--- src/rtl/fbds_defines.svh ---
`ifndef FBDS_DEFINES_SVH
`define FBDS_DEFINES_SVH

// Widths of current and time fields.
`define FBDS_CUR_W          16
`define FBDS_TIME_W         20
// Encodings.
`define FBDS_BRAKE_IMM_ON   1'h1
`define FBDS_WARN_OFF       16'h0000
`define FBDS_DISMODE_CS_BRK 2'h2
`define FBDS_DISMODE_CS_DB  2'h3
`define FBDS_DIN_CS_MODE    4'hD
// Hardware-enable delay cap, in ms, and its length in core_clk cycles (longest time, rounds down).
`define FBDS_HWEN_MAX_MS    167
`define FBDS_CLK_HZ         100000000
`define FBDS_HWEN_MAX_CYC   ((`FBDS_HWEN_MAX_MS * (`FBDS_CLK_HZ / 1000)))
// Control-cycle tick divider: one tick every this many core_clk cycles.
`define FBDS_TICK_DIV       100
// Fold step shift: a larger time-constant code means a slower exponential.
`define FBDS_FOLD_SHIFT_W   4

`endif

--- src/rtl/fbds_pkg.sv ---
package fbds_pkg;
    typedef enum logic [2:0] {
        FBDS_IDLE,
        FBDS_RELEASE_WAIT,
        FBDS_ACTIVE,
        FBDS_STOPPING,
        FBDS_APPLY_WAIT,
        FBDS_HW_HOLD
    } fbds_state_t;
endpackage

--- src/rtl/fbds_seq.sv ---
`timescale 1ns/1ps
`include "fbds_defines.svh"

// Operation
// - A warning is raised while the motor or overall limit is below a nonzero warning threshold.
// - A fault is raised and the power stage is removed while either limit is below the fault threshold.
// - A zero warning threshold turns warnings off; software keeps it between fault level and limits.
// - A user fault threshold above the default is ignored, a lower one becomes the effective one.
// - The overall limit is the instantaneous minimum of the drive and motor foldback limits.
// - After the peak hold time expires under peak demand the motor limit decays exponentially.
// - While demand stays below continuous rating the motor limit recovers toward full capacity.
// - With a brake fitted it is released only after the drive has been active for the release delay.
// - On a delayed disable the brake is applied and the drive held active for the apply delay.
// - When the immediate-brake setting is one the brake is applied at once on any disable.
// - A controlled stop from an input or a software disable applies the brake when the stop completes.
// - Brake delays apply only to controlled-stop and software disables; others cut power at once, except hardware enable removal with nonzero delay.
//   The code ignores hardware enable removal during a running apply delay and keeps power until that delay ends.
// - Hardware enable removal with nonzero delay applies the brake and holds power for the capped delay; during a controlled stop the code cuts power at once.
// - A hardware-enable delay of zero turns the delayed disable off and zero is the default.
// - Disable modes 2 and 3 stop first, falling back to brake or dynamic braking if stop is impossible.
// - Hardware enable, software enable, safe torque off, fault or a stop input are disable sources.
module fbds_seq #(
    parameter int CUR_W  = `FBDS_CUR_W,
    parameter int TIME_W = `FBDS_TIME_W,
    parameter int HWEN_MAX_CYC = `FBDS_HWEN_MAX_CYC
) (
    input  wire logic              core_clk,
    input  wire logic              rst,
    input  wire logic [CUR_W-1:0]  drive_fold_limit,
    input  wire logic [CUR_W-1:0]  current_demand,
    input  wire logic [CUR_W-1:0]  motor_peak_current,
    input  wire logic [CUR_W-1:0]  motor_cont_current,
    input  wire logic [TIME_W-1:0] motor_peak_hold_time,
    input  wire logic [3:0]        motor_fold_time_constant,
    input  wire logic [3:0]        motor_fold_recovery_time,
    input  wire logic [CUR_W-1:0]  warn_threshold,
    input  wire logic [CUR_W-1:0]  default_fault_threshold,
    input  wire logic [CUR_W-1:0]  user_fault_threshold,
    input  wire logic              fault_reset,
    input  wire logic              brake_fitted,
    input  wire logic [TIME_W-1:0] brake_release_delay,
    input  wire logic [TIME_W-1:0] brake_apply_delay,
    input  wire logic              brake_immediate_on_disable,
    input  wire logic [TIME_W-1:0] hw_enable_disable_delay,
    input  wire logic [1:0]        disable_action_select,
    input  wire logic [3:0]        input_function_select,
    input  wire logic              hw_enable_pin,
    input  wire logic              sw_enable,
    input  wire logic              sto_active_pin,
    input  wire logic              stop_input_pin,
    input  wire logic              stop_complete,
    input  wire logic              stop_impossible,
    output logic                   power_stage_on,
    output logic                   brake_release,
    output logic                   dynamic_brake,
    output logic                   stop_request,
    output logic                   fold_warning,
    output logic                   fold_fault,
    output logic [CUR_W-1:0]       motor_fold_limit,
    output logic [CUR_W-1:0]       overall_fold_limit
);
    if (CUR_W < 4 || TIME_W < 2 || TIME_W > 32 || HWEN_MAX_CYC < 1) begin : g_bad_params
        $error("fbds_seq: parameter values out of range.");
    end

    // Pin synchronisers: the first stage is read only by the second.
    logic [2:0] pin_s1_q;
    logic [2:0] pin_s2_q;
    logic       hw_en_s;
    logic       sto_s;
    logic       stop_in_s;

    always_ff @(posedge core_clk) begin
        if (rst) begin
            pin_s1_q <= 3'h0;
            pin_s2_q <= 3'h0;
        end else begin
            pin_s1_q <= {stop_input_pin, sto_active_pin, hw_enable_pin};
            pin_s2_q <= pin_s1_q;
        end
    end
    assign hw_en_s   = pin_s2_q[0];
    assign sto_s     = pin_s2_q[1];
    assign stop_in_s = pin_s2_q[2];

    // Control-cycle tick.
    logic [7:0] tick_cnt_q;
    logic [7:0] tick_cnt_d;
    logic       tick;

    always_comb begin
        tick       = (tick_cnt_q == 8'(`FBDS_TICK_DIV - 1));
        tick_cnt_d = tick ? 8'h00 : tick_cnt_q + 8'h01;
    end

    always_ff @(posedge core_clk) begin
        if (rst) begin
            tick_cnt_q <= 8'h00;
        end else begin
            tick_cnt_q <= tick_cnt_d;
        end
    end

    // Motor foldback: hold at peak, then decay, recover below continuous.
    logic [CUR_W-1:0]  mlim_q;
    logic [CUR_W-1:0]  mlim_d;
    logic [TIME_W-1:0] hold_q;
    logic [TIME_W-1:0] hold_d;
    logic [CUR_W-1:0]  olim_q;
    logic [CUR_W-1:0]  olim_d;
    logic [CUR_W-1:0]  eff_fault;
    logic [CUR_W-1:0]  fold_step;
    logic              warn_d;
    logic              flt_q;
    logic              flt_d;
    logic              warn_q;

    always_comb begin
        mlim_d = mlim_q;
        hold_d = hold_q;
        fold_step = '0;
        if (tick) begin
            if (current_demand > motor_cont_current) begin
                if (hold_q < motor_peak_hold_time) begin
                    hold_d = hold_q + 1'b1;
                end else if (mlim_q > motor_cont_current) begin
                    // Exponential step toward continuous current.
                    fold_step = (mlim_q - motor_cont_current) >> motor_fold_time_constant;
                    mlim_d = mlim_q - ((fold_step == '0) ? CUR_W'(1) : fold_step);
                end
            end else begin
                if (hold_q != '0) begin
                    hold_d = hold_q - 1'b1;
                end
                // Recovery speed does not depend on demand; the step is the gap to peak current shifted right by the recovery-time code.
                if (mlim_q < motor_peak_current) begin
                    // A step never passes the target, so the limit cannot wrap at full scale.
                    fold_step = (motor_peak_current - mlim_q) >> motor_fold_recovery_time;
                    mlim_d = mlim_q + ((fold_step == '0) ? CUR_W'(1) : fold_step);
                end
            end
            if (mlim_d > motor_peak_current) begin
                mlim_d = motor_peak_current;
            end
        end
        olim_d = (drive_fold_limit < mlim_d) ? drive_fold_limit : mlim_d;
        eff_fault = (user_fault_threshold < default_fault_threshold) ?
            user_fault_threshold : default_fault_threshold;
        warn_d = (warn_threshold != `FBDS_WARN_OFF) &&
            ((mlim_d < warn_threshold) || (olim_d < warn_threshold));
        flt_d = flt_q;
        if ((mlim_d < eff_fault) || (olim_d < eff_fault)) begin
            flt_d = 1'b1;
        end else if (fault_reset) begin
            flt_d = 1'b0;
        end
    end

    always_ff @(posedge core_clk) begin
        if (rst) begin
            mlim_q <= '1;
            hold_q <= '0;
            olim_q <= '1;
            warn_q <= 1'b0;
            flt_q  <= 1'b0;
        end else begin
            mlim_q <= mlim_d;
            hold_q <= hold_d;
            olim_q <= olim_d;
            warn_q <= warn_d;
            flt_q  <= flt_d;
        end
    end

    // Enable and brake sequencer.
    fbds_pkg::fbds_state_t st_q;
    fbds_pkg::fbds_state_t st_d;
    logic [TIME_W-1:0] tmr_q;
    logic [TIME_W-1:0] tmr_d;
    logic [TIME_W-1:0] hw_hold;
    logic              pwr_q;
    logic              pwr_d;
    logic              brk_rel_q;
    logic              brk_rel_d;
    logic              db_q;
    logic              db_d;
    logic              stop_q;
    logic              stop_d;
    logic              cs_input;
    logic              cs_mode;
    logic              hard_off;

    always_comb begin
        cs_input = stop_in_s && (input_function_select == `FBDS_DIN_CS_MODE);
        cs_mode  = (disable_action_select == `FBDS_DISMODE_CS_BRK) ||
            (disable_action_select == `FBDS_DISMODE_CS_DB);
        hard_off = flt_d || sto_s;
        // The cap is compared at full width, so a cap beyond the field's range never truncates.
        hw_hold  = (32'(hw_enable_disable_delay) > 32'(HWEN_MAX_CYC)) ?
            TIME_W'(HWEN_MAX_CYC) : hw_enable_disable_delay;
        st_d      = st_q;
        tmr_d     = (tmr_q != '0) ? tmr_q - 1'b1 : tmr_q;
        pwr_d     = pwr_q;
        brk_rel_d = brk_rel_q;
        db_d      = 1'b0;
        stop_d    = 1'b0;
        case (st_q)
            fbds_pkg::FBDS_IDLE: begin
                pwr_d     = 1'b0;
                brk_rel_d = 1'b0;
                if (hw_en_s && sw_enable && !hard_off && !cs_input) begin
                    st_d  = fbds_pkg::FBDS_RELEASE_WAIT;
                    pwr_d = 1'b1;
                    tmr_d = brake_release_delay;
                end
            end
            fbds_pkg::FBDS_RELEASE_WAIT,
            fbds_pkg::FBDS_ACTIVE: begin
                if (st_q == fbds_pkg::FBDS_RELEASE_WAIT && tmr_q == '0) begin
                    st_d      = fbds_pkg::FBDS_ACTIVE;
                    brk_rel_d = brake_fitted;
                end
                if (hard_off) begin
                    // No delay is possible: the stage is cut in hardware.
                    st_d      = fbds_pkg::FBDS_IDLE;
                    pwr_d     = 1'b0;
                    brk_rel_d = 1'b0;
                end else if (!hw_en_s) begin
                    brk_rel_d = 1'b0;
                    if (hw_hold != '0) begin
                        st_d   = fbds_pkg::FBDS_HW_HOLD;
                        tmr_d  = hw_hold;
                        stop_d = 1'b1;
                    end else begin
                        st_d  = fbds_pkg::FBDS_IDLE;
                        pwr_d = 1'b0;
                    end
                end else if (!sw_enable || cs_input) begin
                    if (brake_immediate_on_disable == `FBDS_BRAKE_IMM_ON) begin
                        brk_rel_d = 1'b0;
                    end
                    if (cs_mode || cs_input) begin
                        st_d   = fbds_pkg::FBDS_STOPPING;
                        stop_d = 1'b1;
                    end else begin
                        st_d      = fbds_pkg::FBDS_APPLY_WAIT;
                        brk_rel_d = 1'b0;
                        tmr_d     = brake_apply_delay;
                    end
                end
            end
            fbds_pkg::FBDS_STOPPING: begin
                stop_d = 1'b1;
                if (brake_immediate_on_disable == `FBDS_BRAKE_IMM_ON) begin
                    brk_rel_d = 1'b0;
                end
                if (hard_off || !hw_en_s) begin
                    st_d      = fbds_pkg::FBDS_IDLE;
                    pwr_d     = 1'b0;
                    brk_rel_d = 1'b0;
                    stop_d    = 1'b0;
                end else if (stop_impossible) begin
                    st_d      = fbds_pkg::FBDS_IDLE;
                    pwr_d     = 1'b0;
                    brk_rel_d = 1'b0;
                    db_d      = (disable_action_select == `FBDS_DISMODE_CS_DB);
                    stop_d    = 1'b0;
                end else if (stop_complete) begin
                    st_d      = fbds_pkg::FBDS_APPLY_WAIT;
                    brk_rel_d = 1'b0;
                    tmr_d     = brake_apply_delay;
                    stop_d    = 1'b0;
                end
            end
            fbds_pkg::FBDS_APPLY_WAIT: begin
                brk_rel_d = 1'b0;
                if (hard_off || tmr_q == '0) begin
                    st_d  = fbds_pkg::FBDS_IDLE;
                    pwr_d = 1'b0;
                end
            end
            fbds_pkg::FBDS_HW_HOLD: begin
                brk_rel_d = 1'b0;
                stop_d    = 1'b1;
                if (hard_off || tmr_q == '0) begin
                    st_d   = fbds_pkg::FBDS_IDLE;
                    pwr_d  = 1'b0;
                    stop_d = 1'b0;
                end
            end
            default: begin
                st_d  = fbds_pkg::FBDS_IDLE;
                pwr_d = 1'b0;
            end
        endcase
        if (flt_d) begin
            pwr_d = 1'b0;
        end
    end

    always_ff @(posedge core_clk) begin
        if (rst) begin
            st_q      <= fbds_pkg::FBDS_IDLE;
            tmr_q     <= '0;
            pwr_q     <= 1'b0;
            brk_rel_q <= 1'b0;
            db_q      <= 1'b0;
            stop_q    <= 1'b0;
        end else begin
            st_q      <= st_d;
            tmr_q     <= tmr_d;
            pwr_q     <= pwr_d;
            brk_rel_q <= brk_rel_d;
            db_q      <= db_d;
            stop_q    <= stop_d;
        end
    end

    assign power_stage_on     = pwr_q;
    assign brake_release      = brk_rel_q;
    assign dynamic_brake      = db_q;
    assign stop_request       = stop_q;
    assign fold_warning       = warn_q;
    assign fold_fault         = flt_q;
    assign motor_fold_limit   = mlim_q;
    assign overall_fold_limit = olim_q;
endmodule

--- config.mk ---
export PLATFORM = sky130hd
export DESIGN_NAME = fbds_seq
export DESIGN_NICKNAME = d
export VERILOG_FILES = /design/src/rtl/fbds_pkg.sv /design/src/rtl/fbds_seq.sv
export VERILOG_INCLUDE_DIRS = /design/src /design/src/rtl
export SDC_FILE = /design/constraint.sdc
export NUM_CORES = 1
export LEC_CHECK = 0
export ABC_AREA = 0
export BUFFER_PORTS_ARGS = -buffer_cell sky130_fd_sc_hd__buf_2
export CAP_MARGIN = 20
export CORE_ASPECT_RATIO = 0.6
export CORE_MARGIN = 2
export CORE_UTILIZATION = 49
export DETAILED_ROUTE_END_ITERATION = 10
export PLACE_DENSITY = 0.71
export SLEW_MARGIN = 20
export SYNTH_ARGS = -nofsm -noshare
export SYNTH_HDL_FRONTEND = slang
export SYNTH_SLANG_ARGS = --single-unit
--- constraint.sdc ---
create_clock -name core_clk -period 30.5 [get_ports core_clk]
set_input_delay 6.1 -clock core_clk [delete_from_list [all_inputs] [get_ports core_clk]]
set_output_delay 6.1 -clock core_clk [all_outputs]
set_load 0.03 [all_outputs]
==> flow_metrics.tcl <==
set metrics [dict create \
    critical_path_class "input pin to register" \
    endpoint "tmr_q[10]$_SDFF_PP0_" \
    final_cell_mix "254 x buf_2, 225 x ha_1, 164 x inv_1, 164 x nor2_1, 154 x nand2_1" \
    synth_seq_area_share_pct 13.1 \
    ys.flop_type "dfxtp_1" \
    placedCellCount 2553 \
    cts-resized-gates 0 \
    hold_violations 0 \
    initial_utilization_pct 50.2 \
    fp.dieH_um 137 \
    final_layout_size_suffix_gt1_share_pct 16.3 \
    dp_hpwl_um 43300 \
    vias 16118 \
    reg2reg_to "tmr_q[10]$_SDFF_PP0_" \
    power_density_mw_per_mm2 34.9 \
    max-slew-margin-rel_pct 15.9 \
    ir_drop_mv 0.0296 \
    grt_pass1_wl_um 80700 \
    core_mm2 0.0289 \
    worstPathMaxFanout 25 \
    grt_pass1_vias 14468 \
    clock_path_buffers 2 \
    grtUsageTotal_pct 33.3 \
    overflow 0 \
    cp_data_arrival_time_ps 23110 \
    cts_sinks 95 \
    cp-startpoint "motor_peak_current[0]" \
    cp.required_ps 30790 \
    final_common_cell "buf_2" \
    post_layout_nonfiller_instances 2570 \
    area_delta_synth_final_pct 13.2 \
    final_nets 2611 \
    status "finished, final reports clean" \
    rsz0062_at_grt "false" \
    hp-class "register to register" \
    synth_cell_types 95 \
    place.gp.congestion 1.00 \
    io_buffers 254 \
    drv_cap 0 \
    fmax_ghz 0.0438 \
    clk_latency_ps 370 \
    yosys-top-cells-area "ha_1 19%, dfxtp_1 13%, a21oi_1 5.0%" \
    synth-edff-count 0 \
    cts_tree "done" \
    crit_slowest_cell "a2111oi_0" \
    finalWirelength_um 52900 \
    synth.top_cell.area_share_pct 19.4 \
    cpMostUsedCell "a21o_1" \
    cp-end-kind "register" \
    startpoint_type "input pin" \
    synthArstFlopShare_pct 0 \
    dr.pass1.iters 9 \
    wire_per_inst_um 20.6 \
    regArea_mm2 0.00190 \
    rows 48 \
    synth_top_area_cell "ha_1" \
    r2r_start "motor_fold_limit[1]$_SDFF_PP1_" \
    ant_nets 0 \
    timing.setup.tns_ps 0 \
    ios 255 \
    htree_num_levels 3 \
    clockRootBuffer "clkbuf_16" \
    antenna_found_initial 1 \
    postSynthCellCount 1953 \
    ctsHoldBuffers 0 \
    yosys_register_bits 95 \
    slew_viol_final 0 \
    avgViaCountPerCell 6.27 \
    finClkSkew_ps 10.6 \
    dieArea_mm2 0.0311 \
    multiInputGateArea_mm2 0.0117 \
    setup_violations 0 \
    min_period_ps 22820 \
    clk_pin_slew_ps 70 \
    syn_area_mm2 0.0145 \
    synth_area_per_cell_um2 7.43 \
    postCtsSetupRepairBufs 0 \
    grt_start_max_net_pins 66 \
    reg2reg_slack_ps 12680 \
    drc 0 \
    hold_ws_ps 443 \
    max_stage_delay_ps 1060 \
    p_leak_uw 0.00775 \
    syn_nets 2400 \
    tightest_slew_ps 1230 \
    fillCellCount 2839 \
    numCtsBuffers 9 \
    drt_iter0_drc 1898 \
    die_w_um 226 \
    worstRegToRegCells 64 \
    fin_crit_sh_pct 74.8 \
    ys_warn_count 0 \
]
==> worst min-delay path by stage <==
| stage | from | to | cells past startpoint |
|---|---|---|---|
| 2_1_floorplan | pin_s1_q[0]$_SDFF_PP0_ | pin_s2_q[0]$_SDFF_PP0_ | 1 |
| 3_3_place_gp | pin_s1_q[1]$_SDFF_PP0_ | pin_s2_q[1]$_SDFF_PP0_ | 1 |
| 3_5_place_dp | pin_s1_q[1]$_SDFF_PP0_ | pin_s2_q[1]$_SDFF_PP0_ | 1 |
| 4_1_cts | pin_s1_q[1]$_SDFF_PP0_ | pin_s2_q[1]$_SDFF_PP0_ | 1 |
| 5_1_grt | pin_s1_q[1]$_SDFF_PP0_ | pin_s2_q[1]$_SDFF_PP0_ | 1 |
| 6_report | pin_s1_q[1]$_SDFF_PP0_ | pin_s2_q[1]$_SDFF_PP0_ | 1 |
==> per-layer routing <==
layer	GRT usage (%)	up-vias	part of all wire, %	wire length (um)
met3	11.3	60	13	6960
li1	-	7709	-	-
met5	0	-	0	0
met4	4.75	0	1.3	669
met1	50.7	7465	47	25000
met2	45.0	884	38	20300
==> sequential cells by signal (all words and copies together) (netlist names), 3 cells and up <==
signal / cells
pin_s1_q: 3
pin_s2_q: 3
tmr_q: 20
st_q: 3
overall_fold_limit: 16
hold_q: 20
motor_fold_limit: 16
tick_cnt_q: 8
==> synth_stat cells, types with 18 or more instances <==
| master | n |
|---|---|
| nand2b_1 | 35 |
| mux2i_1 | 54 |
| a21o_1 | 54 |
| nor2b_1 | 25 |
| clkbuf_1 | 59 |
| nor2_1 | 164 |
| o21a_1 | 18 |
| mux2_2 | 20 |
| xnor2_1 | 56 |
| o211ai_1 | 24 |
| nor3_1 | 54 |
| nor4_1 | 20 |
| a31oi_1 | 46 |
| dfxtp_1 | 95 |
| nand4_1 | 32 |
| inv_1 | 165 |
| nand3_1 | 41 |
| a21oi_1 | 146 |
| ha_1 | 225 |
| xor2_1 | 22 |
| o21bai_1 | 20 |
| nand2_1 | 154 |
| a211oi_1 | 30 |
| and3_1 | 19 |
| o21ai_0 | 82 |
==> through the flow <==
stage | instance area, um^2 | util [%] | setup WS (ps) | total power (uW)
2_1_floorplan | 14500 | - | 10820 | 366
3_3_place_gp | 16100 | 55.7 | 8620 | 438
3_5_place_dp | 16100 | 55.7 | 7970 | 445
4_1_cts | 16400 | 56.8 | 8290 | 566
5_1_grt | 16400 | 56.8 | 6570 | 608
6_report | 16400 | 56.8 | 7680 | 573
==> kinds of logic (layout without fill, tap and decap cells) <==
logic type      after synthesis  in the layout  synth area share, %
other cells                   0              1                    0
buf+inv                     240            456                 6.41
simple gates                631            631                 21.7
xor+xnor                     78             78                 4.70
flops                        95             95                 13.1
compound gates              602            602                 28.2
fa+ha+maj                   230            230                 20.1
mux                          77             77                 5.74
==> power by group <==
part	leakage, uW	internal, uW	switching [uW]
sequential	0.000776	136	13.8
combinational	0.00683	123	181
clock	0.000143	64.1	54.8
total	0.00775	324	249
==> area by class of cell <==
type | count | share of cell area, %
clock inverters | 6 | 0.419
inverters | 170 | 3.88
clock buffers | 10 | 1.39
well taps | 400 | 3.05
repair buffers | 270 | 8.47
flip-flops and latches | 95 | 11.6
diodes | 1 | 0.0152
multi-input cells | 1618 | 71.2
==> critical path, delay by kind of cell <==
kind / cells / cell delay (ps)
muxes: 3 / 1010
and+or+nand+nor: 12 / 2680
adders and majority gates: 6 / 1720
buffers and inverters: 3 / 320
AOI/OAI and AO/OA: 39 / 10960
xor gates and xnor gates: 2 / 280
Note: power is estimated with default switching activity, not from simulation.
